File: src/rtl/fhi_pkg.sv
// Constants and register map for the framer HDLC event status block
package fhi_pkg;

	// Register indices; byte address is four times the index
	localparam logic [7:0] IDX_STATUS_FOUR = 8'h60;
	localparam logic [7:0] IDX_STATUS_FIVE = 8'h61;
	localparam logic [7:0] IDX_MASK_FOUR = 8'h62;
	localparam logic [7:0] IDX_MASK_FIVE = 8'h63;
	localparam logic [7:0] IDX_CONFIG = 8'h64;
	localparam logic [7:0] IDX_RX_SLIP = 8'h65;
	localparam logic [7:0] IDX_BYTE_COUNT_CH2 = 8'h66;
	localparam logic [7:0] IDX_BYTE_COUNT_CH3 = 8'h67;
	localparam logic [7:0] IDX_FRAME_STATUS_CH2 = 8'h68;
	localparam logic [7:0] IDX_FRAME_STATUS_CH3 = 8'h69;
	localparam logic [7:0] IDX_ADDRESS_CH2 = 8'h6A;
	localparam logic [7:0] IDX_ADDRESS_CH3 = 8'h6B;
	localparam logic [7:0] IDX_GLOBAL_PENDING = 8'h6E;

	// Reset values
	localparam logic [7:0] RST_STATUS = 8'h00;
	localparam logic [7:0] RST_MASK = 8'h00;
	localparam logic [7:0] RST_SUMMARY = 8'h00;

	// Per-channel event vector positions
	localparam int EV_RME = 0;
	localparam int EV_RFS = 1;
	localparam int EV_RDO = 2;
	localparam int EV_ALLS = 3;
	localparam int EV_XDU = 4;
	localparam int EV_RPF = 5;
	localparam int EV_XPR = 6;
	localparam int EV_W = 7;

	// Status four field positions
	localparam int S4_MSG_END_CH2 = 0;
	localparam int S4_FRAME_BEGIN_CH2 = 1;
	localparam int S4_OVERFLOW_CH2 = 2;
	localparam int S4_ALL_SENT_CH2 = 3;
	localparam int S4_UNDERRUN_CH2 = 4;
	localparam int S4_POOL_FULL_CH2 = 5;
	localparam int S4_TX_SLIP_NEG = 6;
	localparam int S4_TX_SLIP_POS = 7;

	// Status five field positions
	localparam int S5_POOL_READY_CH2 = 0;
	localparam int S5_POOL_READY_CH3 = 1;
	localparam int S5_MSG_END_CH3 = 2;
	localparam int S5_FRAME_BEGIN_CH3 = 3;
	localparam int S5_OVERFLOW_CH3 = 4;
	localparam int S5_ALL_SENT_CH3 = 5;
	localparam int S5_UNDERRUN_CH3 = 6;
	localparam int S5_POOL_FULL_CH3 = 7;

	// Other fields
	localparam int CFG_VISIBLE = 0;
	localparam int SLIP_NEG = 0;
	localparam int SLIP_POS = 1;
	localparam int SUM_EXT_LAST = 3;
	localparam int SUM_FOUR = 4;
	localparam int SUM_FIVE = 5;
	localparam int SUM_LOCK = 6;
	localparam int FST_OVERFLOW = 5;

	// Async input vector positions
	localparam int AI_RX_NEG = 0;
	localparam int AI_RX_POS = 1;
	localparam int AI_TX_POS = 2;
	localparam int AI_TX_NEG = 3;
	localparam int AI_ALARM_SIM = 4;
	localparam int AI_PLL = 5;
	localparam int AI_W = 6;

	// Queue sizes and byte counts
	localparam int POOL_BYTES = 32;
	localparam int RFS_DELAY_BYTES = 2;
	localparam int QUEUE_DEPTH = 64;

endpackage : fhi_pkg

File: src/rtl/fhi_irq_status.sv
// Event status, masking and summary logic for two HDLC signaling channels
//
// The APB register port was chosen for this implementation.
`timescale 1ns/10ps
module fhi_irq_status
	import fhi_pkg::*;
#(
	parameter int AW = 10,
	parameter int TX_DEPTH = QUEUE_DEPTH,
	parameter int RX_DEPTH = QUEUE_DEPTH
) (
	input wire logic pclk, // Bus clock, 40 MHz
	input wire logic presetn, // Asynchronous reset, active low
	input wire logic psel, // APB select
	input wire logic penable, // APB enable
	input wire logic pwrite, // APB direction
	input wire logic [AW-1:0] paddr, // APB byte address
	input wire logic [31:0] pwdata, // APB write data
	output logic [31:0] prdata, // APB read data
	output logic pready, // APB ready
	output logic pslverr, // APB error, unmapped address
	input wire logic [3:0] ext_pending, // Pending from status registers 0..3
	input wire logic rx_slip_neg_tgl, // Toggles per negative receive slip
	input wire logic rx_slip_pos_tgl, // Toggles per positive receive slip
	input wire logic tx_slip_pos_tgl, // Toggles per positive transmit slip
	input wire logic tx_slip_neg_tgl, // Toggles per negative transmit slip
	input wire logic alarm_sim, // Alarm simulation active
	input wire logic pll_lock_in, // PLL locked level
	input wire logic [1:0] rx_byte_in, // Byte stored into receive queue
	input wire logic [1:0] rx_frame_ok, // Address match or opening flag
	input wire logic [1:0] rx_frame_end, // Status byte stored, frame over
	input wire logic [1:0] rx_drop, // Byte lost, receive queue full
	input wire logic [7:0] rx_addr, // Received address byte
	input wire logic [1:0][2:0] rx_stat, // Frame status bits 3 to 1
	input wire logic [1:0][6:0] rx_fill, // Bytes held in receive queue
	input wire logic [1:0][6:0] tx_fill, // Bytes held in transmit queue
	input wire logic [1:0] tx_last_bit, // Last frame bit has left
	input wire logic [1:0] tx_need_byte, // Transmitter asks for a byte
	input wire logic [1:0] tx_msg_end_cmd, // Message end command given
	input wire logic [1:0] hdlc_mode, // Channel in HDLC mode
	output logic irq, // Interrupt, active high
	output logic [1:0] tx_enable, // Transmitter and queue enabled
	output logic [1:0] tx_abort, // Send abort sequence, one cycle
	output logic [1:0] rx_accept, // Receive queue has room
	output logic [1:0] rx_frame_ovf // Current frame overflowed
);

	if (AW < 10 || TX_DEPTH < POOL_BYTES || TX_DEPTH > 127 || RX_DEPTH > 127)
	begin : g_bad_param
		$error("fhi_irq_status: unsupported parameters");
	end

	function automatic logic hit(input logic [AW-1:0] a, input logic [7:0] idx);
		hit = (a == AW'({idx, 2'b00}));
	endfunction : hit

	// Bus phases; writes land on the completed access, read-clears on the capture edge
	logic setup;
	logic done;
	logic rd_take;
	logic wr_done;
	assign setup = psel & ~penable;
	assign done = psel & penable & pready;
	assign rd_take = setup & ~pwrite;
	assign wr_done = done & pwrite;

	// Address decode
	logic a_s4, a_s5, a_m4, a_m5, a_cfg, a_slip, a_gis, mapped;
	logic [1:0] a_bc, a_fs, a_ad;
	assign a_s4 = hit(paddr, IDX_STATUS_FOUR);
	assign a_s5 = hit(paddr, IDX_STATUS_FIVE);
	assign a_m4 = hit(paddr, IDX_MASK_FOUR);
	assign a_m5 = hit(paddr, IDX_MASK_FIVE);
	assign a_cfg = hit(paddr, IDX_CONFIG);
	assign a_slip = hit(paddr, IDX_RX_SLIP);
	assign a_gis = hit(paddr, IDX_GLOBAL_PENDING);
	assign a_bc = {hit(paddr, IDX_BYTE_COUNT_CH3), hit(paddr, IDX_BYTE_COUNT_CH2)};
	assign a_fs = {hit(paddr, IDX_FRAME_STATUS_CH3), hit(paddr, IDX_FRAME_STATUS_CH2)};
	assign a_ad = {hit(paddr, IDX_ADDRESS_CH3), hit(paddr, IDX_ADDRESS_CH2)};
	assign mapped = a_s4 | a_s5 | a_m4 | a_m5 | a_cfg | a_slip | a_gis | (|a_bc) | (|a_fs)
		| (|a_ad);

	// Clear on the edge that captures read data, so no event is lost between the two
	logic clr4, clr5, clr_slip;
	assign clr4 = rd_take & a_s4;
	assign clr5 = rd_take & a_s5;
	assign clr_slip = rd_take & a_slip;

	// Foreign-domain inputs through the three-stage filter
	logic [AI_W-1:0] ai_raw, ai_sy, ai_prev_r, ai_chg;
	assign ai_raw = {pll_lock_in, alarm_sim, tx_slip_neg_tgl, tx_slip_pos_tgl, rx_slip_pos_tgl,
		rx_slip_neg_tgl};
	assign ai_chg = ai_sy ^ ai_prev_r;

	fhi_sync #(.W(AI_W)) u_sync (
		.clk(pclk),
		.rst_n(presetn),
		.din(ai_raw),
		.dout(ai_sy)
	);

	always_ff @(posedge pclk or negedge presetn)
	begin
		if (!presetn)
			ai_prev_r <= '0;
		else
			ai_prev_r <= ai_sy;
	end

	// Slip events; alarm simulation entry raises both receive slips
	logic sim_rise, rsn_ev, rsp_ev, xsp_ev, xsn_ev;
	assign sim_rise = ai_chg[AI_ALARM_SIM] & ai_sy[AI_ALARM_SIM];
	assign rsn_ev = ai_chg[AI_RX_NEG] | sim_rise;
	assign rsp_ev = ai_chg[AI_RX_POS] | sim_rise;
	assign xsp_ev = ai_chg[AI_TX_POS];
	assign xsn_ev = ai_chg[AI_TX_NEG];

	// Per-channel event logic
	logic [1:0][EV_W-1:0] ev;
	logic [1:0][5:0] pool_cnt_r;
	logic [1:0][7:0] len_r, msg_len_r, addr_r;
	logic [1:0][1:0] rfs_cnt_r;
	logic [1:0][2:0] stat_r;
	logic [1:0] ovf_r, room_prev_r, tx_en_r;
	logic [1:0] reen;
	assign reen = {clr5, clr4}; // Underrun flag of ch2 lives in four, ch3 in five

	genvar c;
	generate
		for (c = 0; c < 2; c++)
		begin : g_ch
			logic pool_hit, rfs_hit, tx_empty, room;
			assign pool_hit = rx_byte_in[c] & (pool_cnt_r[c] == 6'(POOL_BYTES - 1));
			assign rfs_hit = rx_byte_in[c] & (rfs_cnt_r[c] == 2'd1);
			assign tx_empty = (tx_fill[c] == 7'h00);
			assign room = (8'(TX_DEPTH) - {1'b0, tx_fill[c]}) >= 8'(POOL_BYTES);

			// Event pulses
			assign ev[c][EV_RME] = rx_frame_end[c];
			assign ev[c][EV_RPF] = pool_hit & ~rx_frame_end[c];
			assign ev[c][EV_RFS] = rfs_hit;
			assign ev[c][EV_RDO] = rx_drop[c];
			assign ev[c][EV_ALLS] = tx_last_bit[c] & tx_empty & hdlc_mode[c];
			assign ev[c][EV_XDU] = tx_need_byte[c] & tx_en_r[c] & tx_empty
				& ~tx_msg_end_cmd[c];
			assign ev[c][EV_XPR] = room & ~room_prev_r[c];

			// Receive byte counting; pool count restarts per 32-byte block and per frame
			always_ff @(posedge pclk or negedge presetn)
			begin
				if (!presetn)
				begin
					pool_cnt_r[c] <= '0;
					len_r[c] <= '0;
					msg_len_r[c] <= '0;
				end
				else if (rx_frame_end[c])
				begin
					pool_cnt_r[c] <= '0;
					len_r[c] <= '0;
					msg_len_r[c] <= len_r[c] + 8'(rx_byte_in[c]);
				end
				else if (rx_byte_in[c])
				begin
					pool_cnt_r[c] <= pool_hit ? 6'd0 : pool_cnt_r[c] + 6'd1;
					len_r[c] <= len_r[c] + 8'd1;
				end
			end

			// Frame start delay and capture of address and status
			always_ff @(posedge pclk or negedge presetn)
			begin
				if (!presetn)
				begin
					rfs_cnt_r[c] <= '0;
					addr_r[c] <= '0;
					stat_r[c] <= '0;
				end
				else if (rx_frame_ok[c])
					rfs_cnt_r[c] <= 2'(RFS_DELAY_BYTES);
				else if (rx_byte_in[c] && rfs_cnt_r[c] != 2'd0)
				begin
					rfs_cnt_r[c] <= rfs_cnt_r[c] - 2'd1;
					if (rfs_hit)
					begin
						addr_r[c] <= rx_addr;
						stat_r[c] <= rx_stat[c];
					end
				end
			end

			// Per-frame overflow mark, separate from the sticky interrupt flag
			always_ff @(posedge pclk or negedge presetn)
			begin
				if (!presetn)
					ovf_r[c] <= 1'b0;
				else if (rx_drop[c])
					ovf_r[c] <= 1'b1;
				else if (rx_frame_ok[c])
					ovf_r[c] <= 1'b0;
			end

			// Underrun parks the transmitter until its status register is read
			always_ff @(posedge pclk or negedge presetn)
			begin
				if (!presetn)
				begin
					tx_en_r[c] <= 1'b1;
					room_prev_r[c] <= 1'b0;
				end
				else
				begin
					room_prev_r[c] <= room;
					if (ev[c][EV_XDU])
						tx_en_r[c] <= 1'b0;
					else if (reen[c])
						tx_en_r[c] <= 1'b1;
				end
			end
		end
	endgenerate

	// Slips never touch the transmitter enables, so recovery needs no rewrite
	assign tx_enable = tx_en_r;

	// Raw set vectors for the two status registers
	logic [7:0] set4, set5;
	assign set4 = {xsp_ev, xsn_ev, ev[0][EV_RPF], ev[0][EV_XDU], ev[0][EV_ALLS], ev[0][EV_RDO],
		ev[0][EV_RFS], ev[0][EV_RME]};
	assign set5 = {ev[1][EV_RPF], ev[1][EV_XDU], ev[1][EV_ALLS], ev[1][EV_RDO], ev[1][EV_RFS],
		ev[1][EV_RME], ev[1][EV_XPR], ev[0][EV_XPR]};

	// Control registers
	logic [7:0] mask4_r, mask5_r;
	logic vis_r;
	always_ff @(posedge pclk or negedge presetn)
	begin
		if (!presetn)
		begin
			mask4_r <= RST_MASK;
			mask5_r <= RST_MASK;
			vis_r <= 1'b0;
		end
		else if (wr_done)
		begin
			if (a_m4)
				mask4_r <= pwdata[7:0];
			if (a_m5)
				mask5_r <= pwdata[7:0];
			if (a_cfg)
				vis_r <= pwdata[CFG_VISIBLE];
		end
	end

	// Masked events are recorded only when the visible option is on; set beats clear
	logic [7:0] event_status_four_r, event_status_five_r, event_status_four_nxt, event_status_five_nxt;
	logic [1:0] slip_r, slip_nxt;
	assign event_status_four_nxt = (event_status_four_r & ~{8{clr4}}) | (set4 & (vis_r ? 8'hFF : ~mask4_r));
	assign event_status_five_nxt = (event_status_five_r & ~{8{clr5}}) | (set5 & (vis_r ? 8'hFF : ~mask5_r));
	assign slip_nxt = (slip_r & ~{2{clr_slip}}) | {rsp_ev, rsn_ev};

	always_ff @(posedge pclk or negedge presetn)
	begin
		if (!presetn)
		begin
			event_status_four_r <= RST_STATUS;
			event_status_five_r <= RST_STATUS;
			slip_r <= '0;
		end
		else
		begin
			event_status_four_r <= event_status_four_nxt;
			event_status_five_r <= event_status_five_nxt;
			slip_r <= slip_nxt;
		end
	end

	// Summary: only unmasked bits count as pending
	logic [7:0] gis_r, gis_nxt;
	assign gis_nxt[SUM_EXT_LAST:0] = ext_pending | {(|slip_nxt), 3'b000};
	assign gis_nxt[SUM_FOUR] = |(event_status_four_nxt & ~mask4_r);
	assign gis_nxt[SUM_FIVE] = |(event_status_five_nxt & ~mask5_r);
	assign gis_nxt[SUM_LOCK] = ai_sy[AI_PLL];
	assign gis_nxt[7] = 1'b0;

	always_ff @(posedge pclk or negedge presetn)
	begin
		if (!presetn)
		begin
			gis_r <= RST_SUMMARY;
			irq <= 1'b0;
			tx_abort <= '0;
			rx_accept <= '0;
			rx_frame_ovf <= '0;
		end
		else
		begin
			gis_r <= gis_nxt;
			irq <= |gis_nxt[SUM_FIVE:0];
			tx_abort <= {ev[1][EV_XDU], ev[0][EV_XDU]};
			rx_accept <= {rx_fill[1] < 7'(RX_DEPTH), rx_fill[0] < 7'(RX_DEPTH)};
			rx_frame_ovf <= ovf_r;
		end
	end

	// Read mux; byte count shows fill in bits 6:0, message length top bit in 7
	logic [7:0] rdata;
	assign rdata = a_s4 ? event_status_four_r : a_s5 ? event_status_five_r : a_m4 ? mask4_r : a_m5 ? mask5_r
		: a_cfg ? {7'h00, vis_r} : a_slip ? {6'h00, slip_r} : a_gis ? gis_r
		: a_bc[0] ? {msg_len_r[0][7], rx_fill[0]} : a_bc[1] ? {msg_len_r[1][7], rx_fill[1]}
		: a_fs[0] ? {2'b00, ovf_r[0], 1'b0, stat_r[0], 1'b0}
		: a_fs[1] ? {2'b00, ovf_r[1], 1'b0, stat_r[1], 1'b0}
		: a_ad[0] ? addr_r[0] : a_ad[1] ? addr_r[1] : 8'h00;

	// One wait-free access: data is captured in setup, ready for one access cycle
	always_ff @(posedge pclk or negedge presetn)
	begin
		if (!presetn)
		begin
			pready <= 1'b0;
			pslverr <= 1'b0;
			prdata <= '0;
		end
		else
		begin
			pready <= setup;
			pslverr <= setup & ~mapped;
			prdata <= (setup && !pwrite) ? {24'h00_0000, rdata} : '0;
		end
	end
endmodule : fhi_irq_status

File: src/rtl/fhi_sync.sv
// Three-stage input synchroniser with agreement filter
`timescale 1ns/10ps
module fhi_sync #(
	parameter int W = 1
) (
	input wire logic clk, // Sampling clock
	input wire logic rst_n, // Asynchronous reset, active low
	input wire logic [W-1:0] din, // Foreign-domain levels
	output logic [W-1:0] dout // Filtered synchronous levels
);

	logic [W-1:0] s1_r;
	logic [W-1:0] s2_r;
	logic [W-1:0] s3_r;
	logic [W-1:0] agree;

	// Only stages two and three are compared; stage one feeds stage two alone
	assign agree = ~(s2_r ^ s3_r);

	// Shift chain
	always_ff @(posedge clk or negedge rst_n)
	begin
		if (!rst_n)
		begin
			s1_r <= '0;
			s2_r <= '0;
			s3_r <= '0;
		end
		else
		begin
			s1_r <= din;
			s2_r <= s1_r;
			s3_r <= s2_r;
		end
	end

	// Output moves only when the last two stages agree
	always_ff @(posedge clk or negedge rst_n)
	begin
		if (!rst_n)
			dout <= '0;
		else
			dout <= (s3_r & agree) | (dout & ~agree);
	end

endmodule : fhi_sync

File: config.mk
export PLATFORM = sky130hd
export DESIGN_NAME = fhi_irq_status
export DESIGN_NICKNAME = d
export VERILOG_FILES = /design/src/rtl/fhi_pkg.sv /design/src/rtl/fhi_irq_status.sv /design/src/rtl/fhi_sync.sv
export SDC_FILE = /design/constraint.sdc
export NUM_CORES = 1
export LEC_CHECK = 0
export BUFFER_PORTS_ARGS = -buffer_cell sky130_fd_sc_hd__buf_2
export CAP_MARGIN = 20
export CORE_MARGIN = 5
export CORE_UTILIZATION = 45
export CTS_CLUSTER_SIZE = 24
export DETAILED_ROUTE_END_ITERATION = 8
export PLACE_DENSITY_LB_ADDON = 0.25
export RECOVER_POWER = 100
export SLEW_MARGIN = 10
export SYNTH_ARGS = -nofsm -noshare
export SYNTH_HDL_FRONTEND = slang
export SYNTH_SLANG_ARGS = --single-unit
export TNS_END_PERCENT = 10
File: constraint.sdc
create_clock -name pclk -period 4.9 [get_ports pclk]
set_input_delay 0.245 -clock pclk [delete_from_list [all_inputs] [get_ports pclk]]
set_output_delay 0.245 -clock pclk [all_outputs]
set_load 0.05 [all_outputs]
After elaboration in Yosys (flattened, before gate mapping)
Cells that the tools add are included.

cells by class
  eq/ne operators = 17
  $add $sub $neg = 10
  $lt $le $gt $ge = 4
  reduce and logical (&&, ||, !) cells = 28
  muxes and demuxes = 38
  bitwise logic cells = 73

operators by type and width
  operator                                                               count
  8-bit two-way mux                                                      20
  10-bit by 9-bit == test with 1-bit output, second input constant       13
  8-bit AND                                                              6
  6-bit two-way mux                                                      6
  8-bit NOT                                                              4
  1-bit AND                                                              28
  2-bit nonzero test                                                     10
  20-bit OR reduction                                                    1
  8-bit by 1-bit adder with 8-bit output                                 2
  8-bit by 1-bit adder with 8-bit output, second input constant          2
  8-bit by 6-bit >= comparator with 1-bit output, second input constant  2
  8-bit OR                                                               2
  8-bit OR reduction                                                     2
  7-bit by 7-bit subtractor with 8-bit output, first input constant      2
  7-bit logical NOT                                                      2
  7-bit less-than comparator, second input constant                      2
  6-bit by 1-bit adder with 6-bit output, second input constant          2
  6-bit AND                                                              2
  6-bit by 5-bit == test with 1-bit output, second input constant        2
  6-bit NOT                                                              2
  1-bit NOT                                                              11
  1-bit OR                                                               11
  1-bit two-way mux                                                      8
  2-bit two-way mux                                                      4
  14 further kinds                                                       24

storage, ports and cells
  word-level logic and storage cells = 207
  bits of input ports = 115
  flip-flop bits (word level) = 164
  output and inout bits = 43

Longest topological paths before layout
Gate-level depths: netlist of the first run.

  word-level depth = 15
  gate-level depth with buffers = 8
  gate-level depth less buffers = 7

Cells and area by module
A second synthesis of the first run with hierarchy kept.

second synthesis, totals
  cell total of the unflattened synthesis = 681
  area, all modules = 7,257.0 um2

by module, submodules not included
  module          instances  cells each  area each (um2)  sequential area each (um2)
  fhi_irq_status  1          651         6,588.8          3,155.5
  fhi_sync        1          30          668.1            600.6

Least setup slack after synthesis of the first run
OpenSTA, ideal clock, no wires.

  path kind = flip-flop to flip-flop
  start = register tx_en_r[1], in the netlist tx_enable[1]
  end = register irq
  data required time = 4.836 ns
  library setup time = 0.064 ns
  cell stages (with the launch flop) = 6
  period minus slack after synthesis = 1.923 ns
  path slack = 2.977 ns
  arrival = 1.858 ns
  cell sequence = dfstp_2 > or4bb_1 > a2111oi_0 > a211oi_1 > nand4_2 > or4_1

on the way
  longest elaborated chain between the ends = 7

RTL lines
  item                              RTL line               RTL
  start: declaration                fhi_irq_status.sv:124  logic [1:0] ovf_r, room_prev_r, tx_en_r;
  start signal: indexed assignment  fhi_irq_status.sv:208  tx_en_r[c] <= 1'b1;
  start signal: indexed assignment  fhi_irq_status.sv:215  tx_en_r[c] <= 1'b0;
  start signal: indexed assignment  fhi_irq_status.sv:217  tx_en_r[c] <= 1'b1;
  1-bit AND (2 in a row)            fhi_irq_status.sv:144  assign ev[c][EV_XDU] = tx_need_byte[c] & tx_en_r[c] & tx_empty
  1-bit AND                         fhi_irq_status.sv:145  & ~tx_msg_end_cmd[c];
  8-bit AND                         fhi_irq_status.sv:259  assign event_status_five_nxt = (event_status_five_r & ~{8{clr5}}) | (set5 & (vis_r ? 8'hFF : ~mask5_r));
  8-bit OR                          fhi_irq_status.sv:259
  8-bit AND                         fhi_irq_status.sv:282  assign gis_nxt[SUM_FIVE] = |(event_status_five_nxt & ~mask5_r);
  20-bit OR reduction               fhi_irq_status.sv:299  irq <= |gis_nxt[SUM_FIVE:0];
  end signal: assignment            fhi_irq_status.sv:299
  end: declaration                  fhi_irq_status.sv:41   output logic irq,

No other way between the ends.
A chain may end at the register's enable or synchronous reset.

Final worst setup path of the first run
  start = input port paddr[2]
  end = register prdata[2]

on the way
  longest elaborated chain between the ends = 15
  elaborated cells between the ends (all ways) = 27

RTL lines
  item                                       RTL line               RTL
  start: declaration                         fhi_irq_status.sv:17   input wire logic [AW-1:0] paddr,
  10-bit by 9-bit == test with 1-bit output  fhi_irq_status.sv:54   hit = (a == AW'({idx, 2'b00}));
  8-bit two-way mux (2 in a row)             fhi_irq_status.sv:313  : a_ad[0] ? addr_r[0] : a_ad[1] ? addr_r[1] : 8'h00;
  8-bit two-way mux                          fhi_irq_status.sv:312  : a_fs[1] ? {2'b00, ovf_r[1], 1'b0, stat_r[1], 1'b0}
  8-bit two-way mux                          fhi_irq_status.sv:311  : a_fs[0] ? {2'b00, ovf_r[0], 1'b0, stat_r[0], 1'b0}
  8-bit two-way mux (2 in a row)             fhi_irq_status.sv:310  : a_bc[0] ? {msg_len_r[0][7], rx_fill[0]} : a_bc[1] ? {msg_len_r[1][7], rx_fill[1]}
  8-bit two-way mux (3 in a row)             fhi_irq_status.sv:309  : a_cfg ? {7'h00, vis_r} : a_slip ? {6'h00, slip_r} : a_gis ? gis_r
  8-bit two-way mux (3 in a row)             fhi_irq_status.sv:308  assign rdata = a_s4 ? event_status_four_r : a_s5 ? event_status_five_r : a_m4 ? mask4_r : a_m5 ? mask5_r
  8-bit two-way mux (*)                      fhi_irq_status.sv:308
  8-bit two-way mux (*)                      fhi_irq_status.sv:328  prdata <= (setup && !pwrite) ? {24'h00_0000, rdata} : '0;
  end signal: assignment                     fhi_irq_status.sv:328
  end: declaration                           fhi_irq_status.sv:19   output logic [31:0] prdata,

Every way passes the cells marked *; elsewhere a longest branch is shown, timed or not.

==> results of run 1 <==
-- worst paths after layout --
kind / startpoint / to / depth (start not counted)
worst max-delay path: paddr[2] / prdata[2] / 6
worst min-delay path: rx_frame_ok[1] / rfs_cnt_r[2] / 2
worst max register to register: tx_enable[1] / irq / 5
worst min register to register: u_sync.s1_r[2] / u_sync.s2_r[2] / 0
max in group asynchronous: presetn / ai_prev_r[0] / 3
min in group asynchronous: presetn / tx_abort[1] / 2
-- per-stage QoR --
stage,setup slack [ns],cell area (um2),cells,utilization,power (mW)
finish,1.49,8400,995,0.535,3.05
global route,1.12,8400,995,0.535,3.19
CTS,2.42,8510,995,0.542,3.08
detailed placement,1.95,7800,951,0.496,1.79
global placement,2.01,7800,951,0.496,1.76
floorplan,2.98,7240,674,-,1.67
-- power by group through the flow --
| stage | Combinational, mW | Clock [mW] | Sequential (mW) |
|---|---|---|---|
| final | 0.353 | 1.29 | 1.41 |
| after global routing | 0.390 | 1.37 | 1.43 |
| after CTS | 0.362 | 1.31 | 1.41 |
| after detailed placement | 0.352 | 0 | 1.43 |
| after global placement | 0.339 | 0 | 1.42 |
| after floorplan | 0.244 | 0 | 1.42 |
-- cells in the mapped netlist (4+ instances only) --
master     count  share of area
a211oi_1       4         0.0042
a21o_1         6         0.0063
a21oi_1       30          0.021
a22o_1        14          0.017
and3_1         6         0.0052
buf_1          5         0.0026
buf_2          8         0.0056
buf_4         24          0.025
clkbuf_1      16         0.0084
dfrtp_1      148           0.52
ha_1           8          0.014
inv_1         30          0.016
maj3_1         6         0.0084
mux2_1         7          0.011
mux2_2        29          0.046
mux2i_1        9          0.013
mux4_2         4          0.013
nand2_1       48          0.025
nand2b_1      10         0.0087
nand3_1       10         0.0070
nand3b_1       5         0.0052
nand4_1       17          0.015
nor2_1        44          0.023
nor2b_1        8         0.0070
nor3_1        14         0.0098
nor3b_1        4         0.0042
o2111ai_1      6         0.0073
o21ai_0       26          0.018
o221ai_1       5         0.0061
o22ai_1        8         0.0070
or3_1          8         0.0070
xnor2_1       10          0.012
xor2_1        14          0.017
-- metal layers --
metal	wire, um	GRT usage	up-vias
met5	11	0	-
met4	312	0.0677	2
met3	1050	0.0526	25
met2	9310	0.347	143
met1	7560	0.267	2722
li1	-	-	2545
-- area by class of cell --
| class | count | area [um2] |
|---|---|---|
| repair buffers | 126 | 656 |
| flip-flops and latches | 150 | 3760 |
| clock inverters | 13 | 145 |
| multi-input cells | 441 | 3020 |
| inverters | 30 | 113 |
| well taps | 216 | 270 |
| clock buffers | 19 | 443 |
| fillers | 1473 | 7310 |
-- sequential cells by signal, indices dropped and copies added, names as in the netlist, 2 cells and up, named ones only --
| register | flops |
|---|---|
| ovf_r | 2 |
| stat_r | 6 |
| pool_cnt_r | 12 |
| rx_accept | 2 |
| tx_abort | 2 |
| rx_frame_ovf | 2 |
| mask4_r | 8 |
| gis_r | 7 |
| msg_len_r | 2 |
| mask5_r | 8 |
| addr_r | 16 |
| u_sync.s2_r | 6 |
| ai_prev_r | 5 |
| len_r | 16 |
| slip_r | 2 |
| u_sync.s3_r | 6 |
| rfs_cnt_r | 4 |
| tx_enable | 2 |
| event_status_five_r | 8 |
| room_prev_r | 2 |
| u_sync.s1_r | 6 |
| prdata | 8 |
| event_status_four_r | 8 |
-- what timing repair did --
item	in CTS	in global routing
setup endpoints to repair	0	0
hold endpoints to repair	106	0
hold buffers	12	0
-- logic make-up after synthesis --
logic type,synth area share
AND/OR/NAND/NOR,0.155
AO/OA/AOI/OAI,0.128
flip-flops,0.525
XOR/XNOR,0.0294
other,0.000524
adder cells (fa/ha/maj),0.0224
multiplexers,0.0818
buffers and inverters,0.0575
==> results.py, run 1 <==
metrics = {
    "outcome": {
        "status": "complete, but fails checks",
        "failed_checks": "capacitance limit, slew limit",
    },
    "sta": {
        "finalSetupViolCount": 0,
        "whs_ns": 0.0142,
        "period_share": 0.696,
        "slew_headroom": -0.615,
        "rsz0062_at_grt": "false",
        "worst_slew_pin_slew_ns": 2.42,
        "finalHoldViolations": 0,
        "finalMaxSlewViolations": 134,
        "fin_worst_skew_ns": 0.00828,
        "tns_ns": 0,
        "fin_crit_ns": 3.41,
        "max_freq_ghz": 0.293,
    },
    "layout": {
        "most-common-layout-cells": "dfrtp_1, buf_2, nand2_1",
        "syn2layout_area_growth_pct": 17.4,
        "fin_nets": 889,
        "antenna_cells": 0,
        "drive_gt1_frac": 0.203,
        "layout_commonest_cell": "dfrtp_1",
    },
    "pwr": {
        "powerDensity_nw_per_um2": 363,
        "swShare": 0.257,
        "power_leakage_nw": 3.79,
        "p_clk_frac": 0.422,
        "pwr-share-comb": 0.116,
        "p_switching_mw": 0.784,
        "power.internal_mw": 2.27,
        "max-vdd-ir-drop_v": 0.000323,
        "p_seq_frac": 0.462,
    },
    "floorplanning": {
        "die_x_um": 136,
        "rows": 46,
        "die_h_um": 136,
        "die_area_um2": 18500,
        "coreArea_um2": 15700,
        "io_pins": 158,
        "initial_core_util": 0.455,
    },
    "clock_network": {
        "numCtsBuffers": 17,
        "ctsResizeCount": 0,
        "cts-root-buf": "clkbuf_16",
        "clk_latency_ns": 0.42,
        "clk_pin_slew_worst_paths_ns": 0.06,
        "cts_buffer_depth": 2,
        "post-cts-setup-buffers": 0,
        "cts_tree": "yes",
        "cts_sinks": 150,
        "htreeDepth": 4,
    },
    "worst_setup_path": {
        "worst-r2r-setup-slack_ns": 2.69,
        "crit_family": "simple AND/OR/NAND/NOR gates",
        "endpoint_kind": "flip-flop",
        "required_ns": 5.20,
        "crit_arrival_ns": 3.71,
        "crit_path_cell_trace": "clkbuf_1 -> nor4b_1 -> nand3_1 -> nor3b_1 -> o21ai_0 -> a32o_1",
        "cp_max_fo": 34,
        "cp_slowest_cell": "nor4b_1",
        "critPathKind": "in -> reg",
        "critPathLaunchType": "input port",
        "crit_buf_inv": 1,
        "critical_path.max_stage_delay_ns": 1.39,
    },
    "drt": {
        "drt-initial-drc-count": 376,
        "via_count": 5437,
        "routed_wl_mm": 18.2,
        "route.antenna.remaining_nets": 0,
        "drt-wirelength-per-cell_um": 18.3,
        "drc": 0,
        "first_pass_iters": 5,
        "via_per_inst": 5.46,
    },
    "synth": {
        "ys_ff_latch": 150,
        "synthesis.area_um2": 7150,
        "synthArstFlopShare": 1.00,
        "synth-edff-count": 0,
        "synth-seq-area-share": 0.525,
        "ys_types": 70,
        "synth_flop_cell": "dfrtp_1",
        "ys_warn_count": 0,
        "postSynthAreaPerCell_um2": 11.0,
        "synthCells": 651,
    },
    "global_routing": {
        "grt_pass1_vias": 5653,
        "grt_pass1_wl_mm": 29.6,
        "gr-total-overflow": 0,
        "antenna_found_initial": 1,
        "grt_max_degree": 99,
        "track_usage": 0.208,
    },
    "placement": {
        "dpl.hpwl_mm": 13.4,
        "routabilityCongestion": 0.879,
        "io_buffers": 109,
    },
    "job": {
        "drv_cap": 2,
    },
    "hold_path": {
        "hold_path_class": "in -> reg",
    },
}
Power figures use the tool's default switching activity.
==> inputs of run 2 (changes only) <==
==> constraint.sdc (replaced) <==
create_clock -name pclk -period 3.35 [get_ports pclk]
set_input_delay 0.1675 -clock pclk [delete_from_list [all_inputs] [get_ports pclk]]
set_output_delay 0.1675 -clock pclk [all_outputs]
set_load 0.05 [all_outputs]
==> results.py, run 2 (synthesis gave the netlist of run 1 again) <==
metrics = {
    "worst_setup_path": {
        "crit_arrival_ns": 3.04,
        "critical_path.max_stage_delay_ns": 0.92,
        "cp_slowest_cell": "clkbuf_1",
        "crit_cells": 7,
        "startpoint": "paddr[3]",
        "crit_top_cell": "clkbuf_1",
        "endpoint_kind": "flip-flop",
        "critPathLaunchType": "input port",
        "reg2reg_to": "irq",
        "cp_max_fo": 27,
        "ff2ff_path_depth": 6,
        "critPathKind": "in -> reg",
        "r2r_start": "pool_cnt_r[0]",
        "crit_family": "buffers and inverters",
        "crit_path_cell_trace": "clkbuf_1 -> nor4b_1 -> clkbuf_1 -> nand3_1 -> nor3b_1 -> a2111oi_0 -> a211oi_1",
        "worst-r2r-setup-slack_ns": 1.05,
        "crit_end": "prdata[7]",
        "required_ns": 3.66,
        "crit_buf_inv": 2,
    },
    "layout": {
        "antenna_cells": 0,
        "drive_gt1_frac": 0.204,
        "most-common-layout-cells": "dfrtp_1, buf_2, nand2_1",
        "fin_nets": 925,
        "layout_commonest_cell": "dfrtp_1",
        "fin_cells": 1031,
        "fill_cells": 1386,
        "top_regs": "addr_r x16, len_r x16, pool_cnt_r x12",
        "seq_area_um2": 3760,
        "syn2layout_area_growth_pct": 21.8,
        "multi_input_area_um2": 3010,
    },
    "placement": {
        "dp_slack_ns": 0.989,
        "dpl.hpwl_mm": 13.3,
        "place_inst": 959,
        "routabilityCongestion": 0.869,
        "io_buffers": 109,
    },
    "drt": {
        "via_count": 5510,
        "drt-initial-drc-count": 452,
        "routed_wl_mm": 18.0,
        "drt-wirelength-per-cell_um": 17.5,
        "route.antenna.remaining_nets": 0,
        "via_per_inst": 5.34,
        "drc": 0,
        "first_pass_iters": 5,
    },
    "global_routing": {
        "track_usage": 0.201,
        "grt_pass1_wl_mm": 28.8,
        "grt_max_degree": 99,
        "gr-total-overflow": 0,
        "grt_pass1_vias": 5680,
        "antenna_found_initial": 1,
    },
    "sta": {
        "finalSetupViolCount": 0,
        "slew_headroom": 0.0565,
        "finalHoldViolations": 0,
        "period_share": 0.816,
        "worst_slew_pin_slew_ns": 1.40,
        "whs_ns": 0.0168,
        "rsz0062_at_grt": "false",
        "fin_worst_skew_ns": 0.00751,
        "finalWorstSetupSlack_ns": 0.617,
        "max_freq_ghz": 0.366,
        "tns_ns": 0,
        "fin_crit_ns": 2.73,
        "finalMaxSlewViolations": 0,
    },
    "clock_network": {
        "clk_pin_slew_worst_paths_ns": 0.06,
        "cts_tree": "yes",
        "ctsResizeCount": 0,
        "cts_buffer_depth": 2,
        "numCtsBuffers": 17,
        "clk_latency_ns": 0.42,
        "cts_sinks": 150,
        "htreeDepth": 4,
        "post-cts-setup-buffers": 0,
        "cts-root-buf": "clkbuf_16",
    },
    "floorplanning": {
        "coreArea_um2": 15700,
        "die_x_um": 136,
        "initial_core_util": 0.455,
        "io_pins": 158,
        "die_area_um2": 18500,
        "rows": 46,
        "die_h_um": 136,
    },
    "pwr": {
        "power_leakage_nw": 3.93,
        "max-vdd-ir-drop_v": 0.000384,
        "powerDensity_nw_per_um2": 509,
    },
    "job": {
        "drv_cap": 0,
    },
    "hold_path": {
        "hold_path_class": "in -> reg",
    },
    "outcome": {
        "status": "complete, no violations",
    },
}
run 2: changes by cell type in the layout (fill, tap and decap cells not counted), moves of 2 or more:
cell           delta
clkbuf_1          +2
inv_8             +2
dlygate4sd3_1    +28
buf_4             +4
run 2: layout make-up:
cell class,count,area share
Sequential cell,150,0.431
Multi-Input combinational cell,441,0.346
Timing Repair Buffer,162,0.114
Clock buffer,18,0.0493
Tap cell,216,0.0310
Clock inverter,14,0.0162
Inverter,30,0.0129
run 2: where the power goes:
group | total, mW | switching [mW] | leakage, nW | internal (mW)
logic | 0.544 | 0.296 | 1.83 | 0.249
clock network | 1.83 | 0.786 | 0.272 | 1.04
registers | 2.06 | 0.0921 | 1.82 | 1.97
run 2: per-stage QoR:
| step | util | power, mW | cell area [um2] |
|---|---|---|---|
| after detailed placement | 0.501 | 2.62 | 7870 |
| after floorplan | - | 2.44 | 7240 |
| after CTS | 0.563 | 4.49 | 8840 |
| final | 0.554 | 4.43 | 8710 |
| after global routing | 0.554 | 4.62 | 8710 |
| after global placement | 0.501 | 2.58 | 7870 |
run 2: per-layer routing:
layer / global-route usage / wire, um
met1: 0.255 / 7520
met2: 0.338 / 9080
met3: 0.0511 / 1080
met4: 0.0638 / 354
met5: 0 / 13
run 2: worst min-delay path by stage:
stage / start / to / slack (ns) / cells after the start
after floorplan: presetn / asynchronous set/reset pin / -0.13 / 0
after global placement: pll_lock_in / u_sync.s1_r[5] / 0.28 / 1
after detailed placement: tx_slip_pos_tgl / u_sync.s1_r[2] / 0.28 / 1
after CTS: pwdata[2] / mask5_r[2] / 0.003 / 2
after global routing: rx_addr[6] / addr_r[14] / 0.002 / 2
final: rx_addr[6] / addr_r[6] / 0.02 / 2
run 2: repair_timing:
action,4_1_cts,5_1_grt
hold buffers,40,0
setup endpoints to repair,0,0
endpoints found under the hold margin,145,0
